## src/verilog/power_pkg.sv

```systemverilog
package power_pkg;
  // register map
  localparam logic [7:0] SLEEP_POWER_CONTROL_ADDR = 8'h8F;
  localparam logic [7:0] STATUS_ADDR = 8'h90;
  localparam logic [7:0] SLEEP_POWER_CONTROL_RESET = 8'h3F;
  localparam logic [7:0] SLEEP_POWER_CONTROL_MASK = 8'hBF;
  // field positions of sleep_power_control
  localparam int HIBERNATE_SELECT_BIT = 7;
  localparam int REFERENCES_OFF_BIT = 5;
  localparam int LEVEL_SHIFT_OFF_BIT = 4;
  localparam int OSC_SLEEP_OFF_BIT = 3;
  localparam int COMPARATOR_OFF_BIT = 2;
  localparam int TEMP_SENSOR_OFF_BIT = 1;
  localparam int CONVERTER_OFF_BIT = 0;
  // field positions of the status word
  localparam int TIMEOUT_FLAG_BIT = 0;
  localparam int POWER_DOWN_FLAG_BIT = 1;
  localparam int STATE_LSB = 2;
  // number of wake-up interrupt sources
  localparam int IRQ_SOURCES = 6;
  // enable bit positions of the pin interrupt sources
  localparam int PUSH_BUTTON_IRQ = 0;
  localparam int PORT_CHANGE_IRQ = 1;
  // oscillator restart settle time
  localparam int OSC_SETTLE_NS = 1000;
  localparam int CLOCK_PERIOD_NS = 100;
  localparam int OSC_SETTLE_CYCLES = (OSC_SETTLE_NS + CLOCK_PERIOD_NS - 1) / CLOCK_PERIOD_NS;
  localparam logic [7:0] OSC_SETTLE_COUNT = 8'(OSC_SETTLE_CYCLES);
  localparam logic [7:0] OSC_COUNT_ZERO = 8'h00;
  localparam logic [7:0] OSC_COUNT_ONE = 8'h01;

  typedef enum logic [1:0] {
    RUN,
    SLEEP,
    HIBERNATE,
    WAKING
  } power_state_type;
endpackage : power_pkg

```

## src/verilog/wake_sync_if.sv

```systemverilog
`timescale 1ns/1ps
// synchronised wake-up inputs handed from the pin stage to the sequencer
interface wake_sync_if;
  logic masterClearLevel;
  logic pushButtonFall;
  logic portChangeEvent;
  modport source (output masterClearLevel, output pushButtonFall, output portChangeEvent);
  modport sink (input masterClearLevel, input pushButtonFall, input portChangeEvent);
endinterface : wake_sync_if

```

## src/verilog/pin_synchroniser.sv

```systemverilog
`timescale 1ns/1ps
// three-stage pin synchroniser; a change counts when stages two and three agree
module pin_synchroniser #(
  parameter int WIDTH = 1
) (
  input wire logic mclk,
  input wire logic reset,
  input wire logic [WIDTH-1:0] pinIn,
  output logic [WIDTH-1:0] stableOut,
  output logic [WIDTH-1:0] changed
);
  logic [WIDTH-1:0] stageOne_q;
  logic [WIDTH-1:0] stageTwo_q;
  logic [WIDTH-1:0] stageThree_q;
  logic [WIDTH-1:0] stable_q;
  wire [WIDTH-1:0] agree = ~(stageTwo_q ^ stageThree_q);
  wire [WIDTH-1:0] stable_d = (agree & stageThree_q) | (~agree & stable_q);

  // shift chain and agreed level
  always_ff @(posedge mclk or posedge reset) begin
    if (reset) begin
      stageOne_q <= '0;
      stageTwo_q <= '0;
      stageThree_q <= '0;
      stable_q <= '0;
    end else begin
      stageOne_q <= pinIn;
      stageTwo_q <= stageOne_q;
      stageThree_q <= stageTwo_q;
      stable_q <= stable_d;
    end
  end

  assign stableOut = stable_q;
  assign changed = stable_q ^ stable_d;
endmodule : pin_synchroniser

```

## src/verilog/sleep_hibernate_power_manager.sv

```systemverilog
`timescale 1ns/1ps
// Overview of operation
// - sleep instruction enters sleep, cpu clock stopped
// - sleep entry clears watchdog, power-down flag, sets timeout
// - ports hold their drive state during sleep
// - oscillator runs unless sleeping with off bit
// - listed wake sources end sleep
// - master clear resets; other sources resume
// - watchdog wake clears the timeout flag
// - wake needs source enable, ignores global enable
// - resume next instruction, vector if global enabled and an enabled flag is pending
// - next instruction prefetched during sleep instruction
// - watchdog cleared on every wake-up except master clear
// - pending enabled flag wakes at once
// - hibernate select turns sleep into hibernate
// - hibernate stops watchdog, pull-ups, some buffers
// - watchdog timeout never wakes hibernate
// - control resets to 3F, bit six reads zero
// - references off bit powers down references
// - level shift off bit disables level shifters
// - comparator off bit powers down comparators
// - temp sensor off bit powers down sensor
// - converter off bit powers down converter parts
// - current source needs converter on and setting
// - watchdog timeout in sleep wakes, no reset
module sleep_hibernate_power_manager (
  input wire logic mclk,
  input wire logic reset,
  // register port
  input wire logic [7:0] regAddr,
  input wire logic [7:0] regWriteData,
  input wire logic regWrite,
  input wire logic regRead,
  output logic [7:0] regReadData,
  // cpu core side
  input wire logic sleepInstruction,
  input wire logic globalIrqEnable,
  input wire logic [5:0] irqEnable,
  input wire logic [5:0] irqFlag,
  input wire logic [3:0] converterCurrentSetting,
  output logic cpuClockEnable,
  output logic prefetchNext,
  output logic resumeExecution,
  output logic branchToVector,
  output logic deviceReset,
  output logic powerDownFlag,
  output logic timeoutFlag,
  output logic ioHold,
  // pins
  input wire logic masterClearPinN,
  input wire logic pushButtonPin,
  input wire logic [3:0] portChangePins,
  // watchdog
  input wire logic watchdogConfigEnable,
  input wire logic watchdogTimeout,
  output logic watchdogClear,
  output logic watchdogRun,
  // analog power switches and oscillator
  output logic mainOscEnable,
  output logic pullUpDisable,
  output logic inputBufferGate,
  output logic referencesPowerOff,
  output logic levelShiftPowerOff,
  output logic comparatorPowerOff,
  output logic tempSensorPowerOff,
  output logic converterPowerOff,
  output logic currentSourceEnable
);
  power_pkg::power_state_type state_q, state_d;
  logic [7:0] sleepPowerControl_q;
  logic powerDownFlag_q;
  logic timeoutFlag_q;
  logic [7:0] oscCount_q;
  logic [7:0] readData_q;
  logic cpuClockEnable_q;
  logic prefetchNext_q;
  logic resumeExecution_q;
  logic branchToVector_q;
  logic deviceReset_q;
  logic ioHold_q;
  logic watchdogClear_q;
  logic watchdogRun_q;
  logic mainOscEnable_q;
  logic pullUpDisable_q;
  logic inputBufferGate_q;
  logic currentSourceEnable_q;
  logic pushButtonLevel;
  logic [3:0] portLevel;
  logic [3:0] portChanged;
  logic pushButtonChanged;
  logic masterClearChanged;
  wake_sync_if wakeSync ();

  // pin synchronisation; high-idle pins inverted so reset level equals idle
  pin_synchroniser #(.WIDTH(6)) pinSync (
    .mclk(mclk),
    .reset(reset),
    .pinIn({~masterClearPinN, ~pushButtonPin, portChangePins}),
    .stableOut({wakeSync.masterClearLevel, pushButtonLevel, portLevel}),
    .changed({masterClearChanged, pushButtonChanged, portChanged})
  );
  assign wakeSync.pushButtonFall = pushButtonChanged & ~pushButtonLevel; // inverted rise
  assign wakeSync.portChangeEvent = |portChanged;

  // register decode
  wire writeControl = regWrite && (regAddr == power_pkg::SLEEP_POWER_CONTROL_ADDR);
  wire readControl = regAddr == power_pkg::SLEEP_POWER_CONTROL_ADDR;
  wire readStatus = regAddr == power_pkg::STATUS_ADDR;
  wire [7:0] controlView = sleepPowerControl_q & power_pkg::SLEEP_POWER_CONTROL_MASK;
  wire [7:0] statusView = {4'h0, 2'(state_q), powerDownFlag_q, timeoutFlag_q};
  wire [7:0] readData_d = !regRead ? 8'h00 : readControl ? controlView :
                          readStatus ? statusView : 8'h00;

  // field decode
  wire hibernateSelect = sleepPowerControl_q[power_pkg::HIBERNATE_SELECT_BIT];
  wire mainOscSleepOff = sleepPowerControl_q[power_pkg::OSC_SLEEP_OFF_BIT];
  wire asleep = (state_q == power_pkg::SLEEP) || (state_q == power_pkg::HIBERNATE);

  // wake-up source sorting
  wire masterClearActive = wakeSync.masterClearLevel; // already inverted
  wire [5:0] enabledPending = irqEnable & irqFlag;
  wire irqWake = |enabledPending;
  wire watchdogWake = watchdogTimeout && watchdogConfigEnable
                      && (state_q == power_pkg::SLEEP);
  wire pushButtonWake = wakeSync.pushButtonFall && irqEnable[power_pkg::PUSH_BUTTON_IRQ];
  wire portChangeWake = wakeSync.portChangeEvent && irqEnable[power_pkg::PORT_CHANGE_IRQ];
  wire pinWake = pushButtonWake || portChangeWake;
  wire softWake = asleep && (irqWake || watchdogWake || pinWake);
  wire resetWake = masterClearActive;
  wire oscWasStopped = !mainOscEnable_q;

  // power state sequencing
  always_comb begin
    state_d = state_q;
    unique case (state_q)
      power_pkg::RUN: begin
        if (sleepInstruction) begin
          state_d = hibernateSelect ? power_pkg::HIBERNATE : power_pkg::SLEEP;
        end
      end
      power_pkg::SLEEP, power_pkg::HIBERNATE: begin
        if (softWake) begin
          state_d = power_pkg::WAKING;
        end
      end
      power_pkg::WAKING: begin
        if (oscCount_q <= power_pkg::OSC_COUNT_ONE) begin
          state_d = power_pkg::RUN;
        end
      end
    endcase
  end

  // state and oscillator settle counter
  always_ff @(posedge mclk or posedge reset) begin
    if (reset) begin
      state_q <= power_pkg::RUN;
      oscCount_q <= power_pkg::OSC_COUNT_ZERO;
    end else if (resetWake) begin
      state_q <= power_pkg::RUN;
      oscCount_q <= power_pkg::OSC_COUNT_ZERO;
    end else begin
      state_q <= state_d;
      if (softWake) begin
        oscCount_q <= oscWasStopped ? power_pkg::OSC_SETTLE_COUNT : power_pkg::OSC_COUNT_ONE;
      end else if (oscCount_q != power_pkg::OSC_COUNT_ZERO) begin
        oscCount_q <= oscCount_q - power_pkg::OSC_COUNT_ONE;
      end
    end
  end

  // control register
  always_ff @(posedge mclk or posedge reset) begin
    if (reset) begin
      sleepPowerControl_q <= power_pkg::SLEEP_POWER_CONTROL_RESET;
    end else if (writeControl) begin
      sleepPowerControl_q <= regWriteData & power_pkg::SLEEP_POWER_CONTROL_MASK;
    end
  end

  // status flags: power-down set on power-up, both set by reset
  wire entering = (state_q == power_pkg::RUN) && sleepInstruction;
  always_ff @(posedge mclk or posedge reset) begin
    if (reset) begin
      powerDownFlag_q <= 1'b1;
      timeoutFlag_q <= 1'b1;
    end else if (entering) begin
      powerDownFlag_q <= 1'b0;
      timeoutFlag_q <= 1'b1;
    end else if (asleep && watchdogWake) begin
      timeoutFlag_q <= 1'b0;
    end
  end

  // cpu-side next values
  wire wakeDone = (state_q == power_pkg::WAKING) && (state_d == power_pkg::RUN);
  wire cpuClockEnable_d = (state_d == power_pkg::RUN) || resetWake;
  wire prefetchNext_d = entering;
  wire resumeExecution_d = wakeDone && !resetWake;
  wire branchToVector_d = resumeExecution_d && globalIrqEnable && irqWake;
  // full reset request stands while master clear is held after sleep
  wire resetAfterSleep = asleep || (state_q == power_pkg::WAKING) || deviceReset_q;
  wire deviceReset_d = resetWake && resetAfterSleep;
  wire ioHold_d = (state_d != power_pkg::RUN) && !resetWake;

  // cpu clock gate
  always_ff @(posedge mclk or posedge reset) begin
    if (reset) begin
      cpuClockEnable_q <= 1'b1;
    end else begin
      cpuClockEnable_q <= cpuClockEnable_d;
    end
  end

  // prefetch pulse on sleep entry
  always_ff @(posedge mclk or posedge reset) begin
    if (reset) begin
      prefetchNext_q <= 1'b0;
    end else begin
      prefetchNext_q <= prefetchNext_d;
    end
  end

  // resume pulse at wake completion
  always_ff @(posedge mclk or posedge reset) begin
    if (reset) begin
      resumeExecution_q <= 1'b0;
    end else begin
      resumeExecution_q <= resumeExecution_d;
    end
  end

  // vector branch beside the resume pulse
  always_ff @(posedge mclk or posedge reset) begin
    if (reset) begin
      branchToVector_q <= 1'b0;
    end else begin
      branchToVector_q <= branchToVector_d;
    end
  end

  // full reset request
  always_ff @(posedge mclk or posedge reset) begin
    if (reset) begin
      deviceReset_q <= 1'b0;
    end else begin
      deviceReset_q <= deviceReset_d;
    end
  end

  // port drive hold
  always_ff @(posedge mclk or posedge reset) begin
    if (reset) begin
      ioHold_q <= 1'b0;
    end else begin
      ioHold_q <= ioHold_d;
    end
  end

  // watchdog, oscillator and hibernate next values
  wire stopOsc = (state_d == power_pkg::SLEEP || state_d == power_pkg::HIBERNATE)
                 && mainOscSleepOff && !resetWake;
  wire inHibernate = (state_d == power_pkg::HIBERNATE) && !resetWake;
  wire watchdogClear_d = entering || softWake;
  wire watchdogRun_d = watchdogConfigEnable && !inHibernate;
  wire mainOscEnable_d = !stopOsc;

  // watchdog clear pulse
  always_ff @(posedge mclk or posedge reset) begin
    if (reset) begin
      watchdogClear_q <= 1'b0;
    end else begin
      watchdogClear_q <= watchdogClear_d;
    end
  end

  // watchdog run, forced off in hibernate
  always_ff @(posedge mclk or posedge reset) begin
    if (reset) begin
      watchdogRun_q <= 1'b0;
    end else begin
      watchdogRun_q <= watchdogRun_d;
    end
  end

  // main oscillator enable
  always_ff @(posedge mclk or posedge reset) begin
    if (reset) begin
      mainOscEnable_q <= 1'b1;
    end else begin
      mainOscEnable_q <= mainOscEnable_d;
    end
  end

  // weak pull-up disable in hibernate
  always_ff @(posedge mclk or posedge reset) begin
    if (reset) begin
      pullUpDisable_q <= 1'b0;
    end else begin
      pullUpDisable_q <= inHibernate;
    end
  end

  // input buffer gating in hibernate
  always_ff @(posedge mclk or posedge reset) begin
    if (reset) begin
      inputBufferGate_q <= 1'b0;
    end else begin
      inputBufferGate_q <= inHibernate;
    end
  end

  // current source enable and read data
  always_ff @(posedge mclk or posedge reset) begin
    if (reset) begin
      currentSourceEnable_q <= 1'b0;
      readData_q <= 8'h00;
    end else begin
      currentSourceEnable_q <= !sleepPowerControl_q[power_pkg::CONVERTER_OFF_BIT]
                               && (|converterCurrentSetting);
      readData_q <= readData_d;
    end
  end

  // output assignments
  assign regReadData = readData_q;
  assign cpuClockEnable = cpuClockEnable_q;
  assign prefetchNext = prefetchNext_q;
  assign resumeExecution = resumeExecution_q;
  assign branchToVector = branchToVector_q;
  assign deviceReset = deviceReset_q;
  assign powerDownFlag = powerDownFlag_q;
  assign timeoutFlag = timeoutFlag_q;
  assign ioHold = ioHold_q;
  assign watchdogClear = watchdogClear_q;
  assign watchdogRun = watchdogRun_q;
  assign mainOscEnable = mainOscEnable_q;
  assign pullUpDisable = pullUpDisable_q;
  assign inputBufferGate = inputBufferGate_q;
  // analog power switches straight from register bits, current source from its flop
  assign referencesPowerOff = sleepPowerControl_q[power_pkg::REFERENCES_OFF_BIT];
  assign levelShiftPowerOff = sleepPowerControl_q[power_pkg::LEVEL_SHIFT_OFF_BIT];
  assign comparatorPowerOff = sleepPowerControl_q[power_pkg::COMPARATOR_OFF_BIT];
  assign tempSensorPowerOff = sleepPowerControl_q[power_pkg::TEMP_SENSOR_OFF_BIT];
  assign converterPowerOff = sleepPowerControl_q[power_pkg::CONVERTER_OFF_BIT];
  assign currentSourceEnable = currentSourceEnable_q;
endmodule : sleep_hibernate_power_manager

```

## config.mk

```make
export PLATFORM = sky130hd
export DESIGN_NAME = sleep_hibernate_power_manager
export DESIGN_NICKNAME = d
export VERILOG_FILES = /design/src/verilog/power_pkg.sv /design/src/verilog/wake_sync_if.sv /design/src/verilog/pin_synchroniser.sv /design/src/verilog/sleep_hibernate_power_manager.sv
export SDC_FILE = /design/constraint.sdc
export NUM_CORES = 1
export LEC_CHECK = 0
export BUFFER_PORTS_ARGS = -buffer_cell sky130_fd_sc_hd__buf_2
export CAP_MARGIN = 0
export CORE_MARGIN = 1.5
export CORE_UTILIZATION = 45
export CTS_BUF_LIST = sky130_fd_sc_hd__clkbuf_16
export CTS_CLUSTER_DIAMETER = 80
export DETAILED_ROUTE_END_ITERATION = 10
export PLACE_DENSITY = 0.71
export SLEW_MARGIN = 20
export SYNTH_ARGS = -nofsm -noshare
export SYNTH_HDL_FRONTEND = slang
export SYNTH_HIERARCHICAL = 1
export SYNTH_SLANG_ARGS = --single-unit
```

## constraint.sdc

```tcl
create_clock -name mclk -period 2.9 [get_ports mclk]
set_clock_uncertainty 0.15 [all_clocks]
set_input_delay 0.58 -clock mclk [delete_from_list [all_inputs] [get_ports mclk]]
set_output_delay 0.58 -clock mclk [all_outputs]
set_load 0.005 [all_outputs]
```

==> results of run 1 <==
[area by class of cell]
cell class / count / area, µm²
tap: 72 / 90.09
multi-input combinational: 131 / 957.2
inverter: 13 / 48.80
clock inverter: 7 / 98.84
timing repair buffer: 73 / 372.9
sequential: 61 / 1539
fill: 446 / 2175
clock buffer: 9 / 225.2
[state kept, by name, indices dropped and copies added (netlist names), 2 cells and up]
name / count
state_q: 2
pinSync/stageOne_q: 6
pinSync/stageThree_q: 6
pinSync/stageTwo_q: 6
pinSync/stableOut: 6
regReadData: 7
sleepPowerControl_q: 7
oscCount_q: 8
[routing by layer]
metal | wire length (µm) | share of wire, %
met1 | 2223 | 45
met2 | 2336 | 48
met3 | 250 | 5.1
met4 | 102 | 2.1
met5 | 0 | 0
[placed cells by master, fill, tap and decap left out, drive strengths merged, types with 5 or more instances in the layout]
cell type and n:
maj3 6, nor2b 6, nand2 12, buf 73
nor3 11, ha 8, mux2 7, nand2b 5
o22ai 5, o21ai 7, and3 5, dfrtp 51
nor2 7, clkbuf 9, inv 14, a22oi 7
dfstp 10, nand3 9
[per-stage QoR]
stage / hold slack [ps] / worst slack (ps) / instance area [µm²] / power, W
floorplan: 181.2 / 684.8 / 2569 / 0.001601
global placement: 182.0 / 539.4 / 3008 / 0.001814
detailed placement: 187.1 / 503.9 / 3008 / 0.001828
CTS: 199.5 / 427.6 / 3332 / 0.002979
finish: 196.1 / 488.0 / 3332 / 0.002955
global route: 198.0 / 251.0 / 3332 / 0.003135
[how the worst max path moves through the flow]
| stage | start | end | slack, ps | cells after the start |
|---|---|---|---|---|
| 2_1_floorplan | pinSync/stableOut[1]$_DFF_PP0_ | branchToVector$_DFF_PP0_ | 680 | 10 |
| 3_3_place_gp | pinSync/stableOut[1]$_DFF_PP0_ | branchToVector$_DFF_PP0_ | 540 | 9 |
| 3_5_place_dp | pinSync/stageTwo_q[1]$_DFF_PP0_ | branchToVector$_DFF_PP0_ | 500 | 9 |
| 4_1_cts | pinSync/stableOut[1]$_DFF_PP0_ | branchToVector$_DFF_PP0_ | 430 | 9 |
| 5_1_grt | pinSync/stableOut[1]$_DFF_PP0_ | branchToVector$_DFF_PP0_ | 250 | 9 |
| 6_report | pinSync/stableOut[1]$_DFF_PP0_ | branchToVector$_DFF_PP0_ | 490 | 9 |
[power breakdown]
| part | internal [W] | switching, W |
|---|---|---|
| sequential | 0.000974 | 0.0000999 |
| clock | 0.000755 | 0.000382 |
| combinational | 0.000343 | 0.000401 |
| total | 0.00207 | 0.000883 |
==> flow_summary_export.csv, run 1 <==
group,metric,value,unit
place,hpwl,3.512,mm
power,p_per_area,886.8,mW/mm²
sta,finalHoldViolCount,0,
setup_path,crit_family,"compound AO/OA/AOI/OAI gates",
cts,cts_setup_buffers,0,
cells_and_area,drive_above_1_share,41.50,%
global_routing,grt_usage,17.74,%
cts,cts-resized-gates,0,
setup_path,r2r-start,"pinSync/stableOut[1]$_DFF_PP0_",
floorplanning,die_area,0.006170,mm²
cts,hold_buffers,0,
global_routing,grt_use_met1,23.43,%
place,placedCellCount,350,
global_routing,grt_use_met2,26.72,%
cts,clk_pin_slew,50,ps
place,place.gp.congestion,0.8371,
setup_path,cp_cell_sequence,"nand2b_1, o22ai_1, o41ai_1, nand3_1, o21a_1, a21oi_1, ha_1, and3_1, and3_1",
status,run_status,"finished clean",
global_routing,grt-ovfl-total,0,
yosys,syn_inst,209,
setup_path,r2r_end,"branchToVector$_DFF_PP0_",
cells_and_area,antenna_cells,0,
hold_path,hold_end,"pinSync/stageTwo_q[1]$_DFF_PP0_",
global_routing,top_usage_layer,"met2",
sta,tightest_slew,861.2,ps
floorplanning,core-area,0.005507,mm²
hold_path,hp-start,"pinSync/stageOne_q[1]$_DFF_PP0_",
sta,fin_crit,2412,ps
sta,finalCritPeriodShare,83.17,%
cts,root_buffer,"clkbuf_16",
cts,clock_path_buffers,2,
cts,htree_levels,3,
setup_path,reg2reg_slack,490,ps
global_routing,antenna_found_initial,0,
setup_path,worstSetupStartpointType,"flop",
floorplanning,die_x,78.55,µm
hold_path,hold_path.class,"reg2reg",
sta,tns,0,ps
cts,worstSkewPairLatency,330,ps
cts,numCtsBuffers,9,
global_routing,grt_pass1_vias,1731,
setup_path,slowest_delay,450,ps
sta,final_max_slew_viol_count,0,
route,drc_errors,0,
route,drt-pass1-iter-count,4,
sta,grt_setup_unrepaired,"no",
setup_path,crit_arrival,2520,ps
setup_path,crit_path_end_kind,"flop",
cells_and_area,final_nets,343,
yosys,syn_area_per_cell,12.29,µm²
cells_and_area,final_util,60.51,%
cts,cts_tree,"yes",
route,viasPerCell,5.109,
route,detail-route-antenna-nets,0,
setup_path,worstSetupPathType,"reg2reg",
run,maxCapViolCount,0,
floorplanning,die_h,78.55,µm
cts,clock-sinks,61,
global_routing,grt_max_degree,38,
setup_path,worst_path_most_repeated_cell,"and3_1",
sta,relSlewSlack,42.52,%
global_routing,grt_use_met3,4.767,%
sta,setup_violations,0,
setup_path,cp_slowest_cell,"o41ai_1",
route,routed_wl,4.913,mm
floorplanning,rows,27,
setup_path,worstPathRequired,3010,ps
cells_and_area,fin_cells,366,
power,ir_drop,0.3970,mV
route,drt-wirelength-per-cell,13.42,µm
route,drt_iter0_markers,93,
sta,fmax,414.6,MHz
floorplanning,initial_utilization,46.65,%
route,vias,1870,
cells_and_area,syn2layout_area_growth,29.71,%
floorplanning,ios,73,
global_routing,grt_pass1_wl,8.155,mm
yosys,synth_area,0.002569,mm²
setup_path,cp.buffers_inverters,0,
setup_path,reg2regPathDepth,9,
power,p_leak,1.638,nW
yosys,syn_nets,263,
yosys,yosysWarnings,6,
place,io_buffer_count,70,
hold_path,hold_depth,0,
setup_path,cp_max_fo,3,
Power figures use the tool's default switching activity.
==> run 2: changes to the inputs <==
ABC_AREA = 1   (was default)
PLACE_DENSITY = 0.73   (was 0.71)
clock period = 2.1 ns   (was 2.9 ns; I/O delays follow)
==> flow_summary_export.csv, run 2 <==
group,metric,value,unit
status,run_status,"finished with violations",
status,violations,"negative setup slack",
route,vias,2259,
cells_and_area,largest_reg_flops,8,
cts,cts_tree,"yes",
cts,htree_levels,3,
sta,setup_violations,1,
global_routing,antenna_found_initial,0,
global_routing,grt_pass1_vias,2202,
place,post_dp_cell_area,0.003278,mm²
floorplanning,initial_utilization,46.43,%
floorplanning,die_h,81.16,µm
cells_and_area,final_common_cell,"buf_2",
yosys,yosysWarnings,6,
power,p_leak,2.026,nW
sta,grt_setup_unrepaired,"yes",
route,drt-pass1-iter-count,4,
sta,hold_ws,47.11,ps
cts,numCtsBuffers,9,
cts,root_buffer,"clkbuf_16",
route,routed_wl,5.624,mm
sta,fmax,470.9,MHz
cts,clock-sinks,61,
cells_and_area,final_util,62.49,%
floorplanning,core-area,0.005921,mm²
setup_path,crit_path_end_kind,"flop",
power,ir_drop,0.8695,mV
cells_and_area,final_cell_mix,"buf_2, nand2_1, inv_1",
cells_and_area,post-route-cell-area,0.003700,mm²
route,drt_iter0_markers,89,
yosys,syn_nets,363,
sta,tns,-23.54,ps
power,power.switching,0.001490,W
power,p_per_area,1246,mW/mm²
route,detail-route-antenna-nets,0,
global_routing,grt-ovfl-total,0,
setup_path,cp_slowest_cell,"dfrtp_1",
power,p_int,0.003119,W
sta,fin_crit,2124,ps
cells_and_area,syn2layout_area_growth,34.59,%
route,drt-wirelength-per-cell,11.52,µm
sta,final_max_slew_viol_count,0,
yosys,syn_inst,309,
sta,finalCritPeriodShare,101.1,%
power,comb_power_share,35.3,%
power,seqPwrFrac,32.1,%
setup_path,crit_arrival,2230,ps
setup_path,worstSetupPathType,"reg2reg",
setup_path,crit_family,"buffers and inverters",
hold_path,hold_path.class,"in2reg",
sta,setup_slack,-23.54,ps
floorplanning,ios,73,
power,p_clk_share,32.6,%
place,place_ws,6.414,ps
route,viasPerCell,4.629,
cells_and_area,final_nets,462,
cts,clk_pin_slew,50,ps
setup_path,worstPathRequired,2200,ps
global_routing,grt_usage,18.69,%
yosys,synth_area,0.002749,mm²
place,place.gp.congestion,0.8027,
setup_path,cp.buffers_inverters,6,
run,maxCapViolCount,0,
setup_path,cp_cell_sequence,"inv_1, buf_4, ha_1, inv_1, a21oi_2, o21ai_4, ha_2, buf_4, buf_4, nor2_2, inv_1",
global_routing,grt_max_degree,38,
power,swShare,32.33,%
floorplanning,die_area,0.006586,mm²
cts,worstSkewPairLatency,320,ps
cts,clock_path_buffers,2,
route,drc_errors,0,
cells_and_area,regMostFlops,"oscCount_q",
setup_path,slowest_delay,340,ps
setup_path,worstSetupStartpointType,"flop",
cells_and_area,antenna_cells,0,
floorplanning,rows,28,
place,hpwl,4.009,mm
setup_path,cp_max_fo,4,
yosys,syn_area_per_cell,8.896,µm²
floorplanning,die_x,81.16,µm
sta,finalHoldViolCount,0,
global_routing,grt_pass1_wl,9.177,mm
cells_and_area,drive_above_1_share,35.35,%
place,io_buffer_count,70,
## run 2: layout make-up
cell class	instances	area [µm²]
repair buffers	91	510.5
clock inverters	7	85.08
flip-flops and latches	61	1539
clock buffers	9	225.2
multi-input cells	186	1022
fillers	503	2221
well taps	75	93.84
inverters	59	224.0
## run 2: metal layers
metal	routed length (µm)	GRT usage (%)	up-vias
li1	-	-	1156
met1	2372	22.01	1034
met2	2894	31.67	58
met3	227	4.382	11
met4	129	9.828	0
met5	0	0	-
## run 2: power by group through the flow
| stage | sequential (W) | clock [W] | combinational [W] |
|---|---|---|---|
| after floorplan | 0.00149 | 0 | 0.000926 |
| after global placement | 0.00149 | 0 | 0.00138 |
| after detailed placement | 0.00150 | 0 | 0.00141 |
| after CTS | 0.00148 | 0.00153 | 0.00145 |
| after global routing | 0.00150 | 0.00159 | 0.00183 |
| final | 0.00148 | 0.00150 | 0.00163 |
## run 2: what timing repair did
item | CTS | global route
gates resized for setup | 1 | 19
hold buffers | 1 | 0
pin swaps | 0 | 9
hold endpoints to repair | 24 | 0
setup endpoints to repair | 3 | 8
setup buffers | 1 | 5
## run 2: stage by stage
step / total power [W] / cells
2_1_floorplan: 0.002418 / 309
3_3_place_gp: 0.002875 / 465
3_5_place_dp: 0.002915 / 465
4_1_cts: 0.004465 / 483
5_1_grt: 0.004919 / 488
6_report: 0.004610 / 488
## run 2: final timing paths
| path | from | to | slack, ps | depth (start not counted) |
|---|---|---|---|---|
| min reg2reg | pinSync/stageOne_q[3]$_DFF_PP0_ | pinSync/stageTwo_q[3]$_DFF_PP0_ | 200 | 0 |
| max reg2reg | state_q[1]$_DFF_PP0_ | cpuClockEnable$_DFF_PP1_ | -20 | 11 |
| max | state_q[1]$_DFF_PP0_ | cpuClockEnable$_DFF_PP1_ | -20 | 11 |
| max in group asynchronous | reset | sleepPowerControl_q[0]$_DFFE_PP1P_ | 850 | 4 |
| min | portChangePins[2] | pinSync/stageOne_q[2]$_DFF_PP0_ | 50 | 1 |
| min in group asynchronous | reset | pinSync/stageOne_q[2]$_DFF_PP0_ | 530 | 4 |
## run 2: worst register-to-register path, stage by stage (launching register included)
cell	delay, ps
dfrtp_1	340
inv_1	60
buf_4	130
ha_1	340
inv_1	120
a21oi_2	220
o21ai_4	90
ha_2	210
buf_4	130
buf_4	120
nor2_2	100
inv_1	50
==> run 3: changes to the inputs <==
SLEW_MARGIN = default   (was 20)
clock period = 1.7 ns   (was 2.1 ns; I/O delays follow)
==> flow_summary_export.csv, run 3 (same netlist as run 2, synthesis figures left out) <==
group,metric,value,unit
status,run_status,"finished with violations",
status,violations,"negative setup slack",
route,vias,2512,
cells_and_area,largest_reg_flops,8,
setup_path,crit_family,"simple AND/OR/NAND/NOR gates",
cells_and_area,final_common_cell,"buf_2",
power,p_per_area,1582,mW/mm²
route,viasPerCell,4.704,
place,io_buffer_count,70,
power,p_total,0.006643,W
cts,numCtsBuffers,9,
floorplanning,ios,73,
sta,setup_violations,17,
route,routed_wl,6.677,mm
setup_path,reg2reg_slack,-430,ps
place,place.gp.congestion,0.8338,
cts,cts_tree,"yes",
hold_path,hold_path.class,"in2reg",
route,drt-pass1-iter-count,6,
setup_path,crit_path_end_kind,"flop",
global_routing,antenna_found_initial,0,
global_routing,grt_pass1_wl,10.22,mm
cts,worstSkewPairLatency,320,ps
sta,hold_ws,69.72,ps
floorplanning,core-area,0.005921,mm²
cts,root_buffer,"clkbuf_16",
floorplanning,die_area,0.006586,mm²
cells_and_area,syn2layout_area_growth,52.75,%
cells_and_area,drive_above_1_share,45.32,%
sta,setup_slack,-428.8,ps
setup_path,worstPathRequired,1800,ps
sta,final_max_slew_viol_count,0,
cells_and_area,final_cell_mix,"buf_2, nand2_1, buf_4",
global_routing,grt_usage,20.99,%
cts,htree_levels,3,
floorplanning,initial_utilization,46.43,%
sta,finalHoldViolCount,0,
global_routing,grt_max_degree,38,
sta,fin_crit,2129,ps
cells_and_area,antenna_cells,0,
setup_path,worstSetupStartpointType,"flop",
sta,finalCritPeriodShare,125.2,%
floorplanning,rows,28,
floorplanning,die_h,81.16,µm
route,drt-wirelength-per-cell,12.50,µm
setup_path,cp_slowest_cell,"dfrtp_1",
place,placedCellCount,493,
route,drt_iter0_markers,156,
setup_path,cp_cell_sequence,"inv_1, nand3_1, nand2_1, nor2_1, nand2_1, a21oi_1, nand2_1, nand2_2, nand2_2, o21ai_4, ha_4, nand3_2, inv_2, nand2_1, nor2_1",
setup_path,slowest_delay,400,ps
floorplanning,die_x,81.16,µm
setup_path,cp_max_fo,3,
setup_path,cp.buffers_inverters,2,
cts,clk_pin_slew,50,ps
power,ir_drop,1.046,mV
setup_path,worstSetupPathType,"reg2reg",
cells_and_area,final_util,70.92,%
setup_path,worst_path_most_repeated_cell,"nand2_1",
cells_and_area,final_nets,508,
power,p_leak,2.246,nW
route,drc_errors,0,
cells_and_area,fill_cells,435,
place,hpwl,4.286,mm
cells_and_area,multi_input_area,0.001169,mm²
route,detail-route-antenna-nets,0,
cells_and_area,fin_cells,534,
cells_and_area,regMostFlops,"oscCount_q",
place,place_ws,-322.3,ps
cts,clock-sinks,61,
run,maxCapViolCount,0,
global_routing,grt-ovfl-total,0,
cells_and_area,final-seq-area,0.001540,mm²
cts,clock_path_buffers,2,
sta,fmax,469.8,MHz
global_routing,grt_pass1_vias,2340,
sta,grt_setup_unrepaired,"yes",
setup_path,crit_arrival,2230,ps
## run 3: cell types whose count changed in the layout (fill, tap and decap cells not counted), moves of 3 or more
cell and change:
buf_4 +36, inv_1 -12, inv_2 +10, nand3_1 -8, nand3_2 +8, dlygate4sd3_1 +6, ha_4 +5, nor2_2 -5
nor2_4 +5, buf_6 +4, ha_2 -3
## run 3: final timing paths
check / from / to / depth (start not counted)
setup / recovery: pinSync/stableOut[1]$_DFF_PP0_ / branchToVector$_DFF_PP0_ / 15
min in group asynchronous: reset / pinSync/stageOne_q[4]$_DFF_PP0_ / 4
setup reg to reg: pinSync/stableOut[1]$_DFF_PP0_ / branchToVector$_DFF_PP0_ / 15
max in group asynchronous: reset / state_q[0]$_DFF_PP0_ / 4
hold reg to reg: pinSync/stageOne_q[0]$_DFF_PP0_ / pinSync/stageTwo_q[0]$_DFF_PP0_ / 0
hold / removal: regWriteData[0] / sleepPowerControl_q[0]$_DFFE_PP1P_ / 3
## run 3: tightest hold or removal path, cell delays in order
cell     delay, ps
buf_2          100
nand2_1         50
nand2_1         50
## run 3: metal layers
layer,part of all wire [%],global-route usage [%],vias up
li1,-,-,1247
met1,41,25.60,1187
met2,54,36.17,70
met3,4.0,4.382,8
met4,1.1,8.448,0
met5,0,0,-
## run 3: where the power goes
| group | switching (W) | leakage (nW) | internal, W |
|---|---|---|---|
| clock network | 0.000610 | 0.141 | 0.00111 |
| logic | 0.00156 | 1.37 | 0.00153 |
| registers | 0.000130 | 0.735 | 0.00170 |
## run 3: layout make-up
cell class              instances  area share, %
well taps                      75          2.235
inverters                      59          5.393
clock inverters                 7          1.400
flip-flops and latches         61          36.68
repair buffers                137          21.10
clock buffers                   9          5.364
multi-input cells             186          27.83
## run 3: through the flow
stage / TNS [ps] / cell area (µm²)
after floorplan: -711.8 / 2783
after global placement: -1434 / 3522
after detailed placement: -2210 / 3522
after CTS: -2103 / 4033
after global routing: -5218 / 4199
final: -4579 / 4199
## run 3: repair_timing
item,CTS,global route
pin swaps,15,9
cloned,0,0
hold endpoints to repair,56,1
setup buffers,13,7
setup endpoints to repair,15,17
hold buffers,6,1
gates resized for setup,20,26
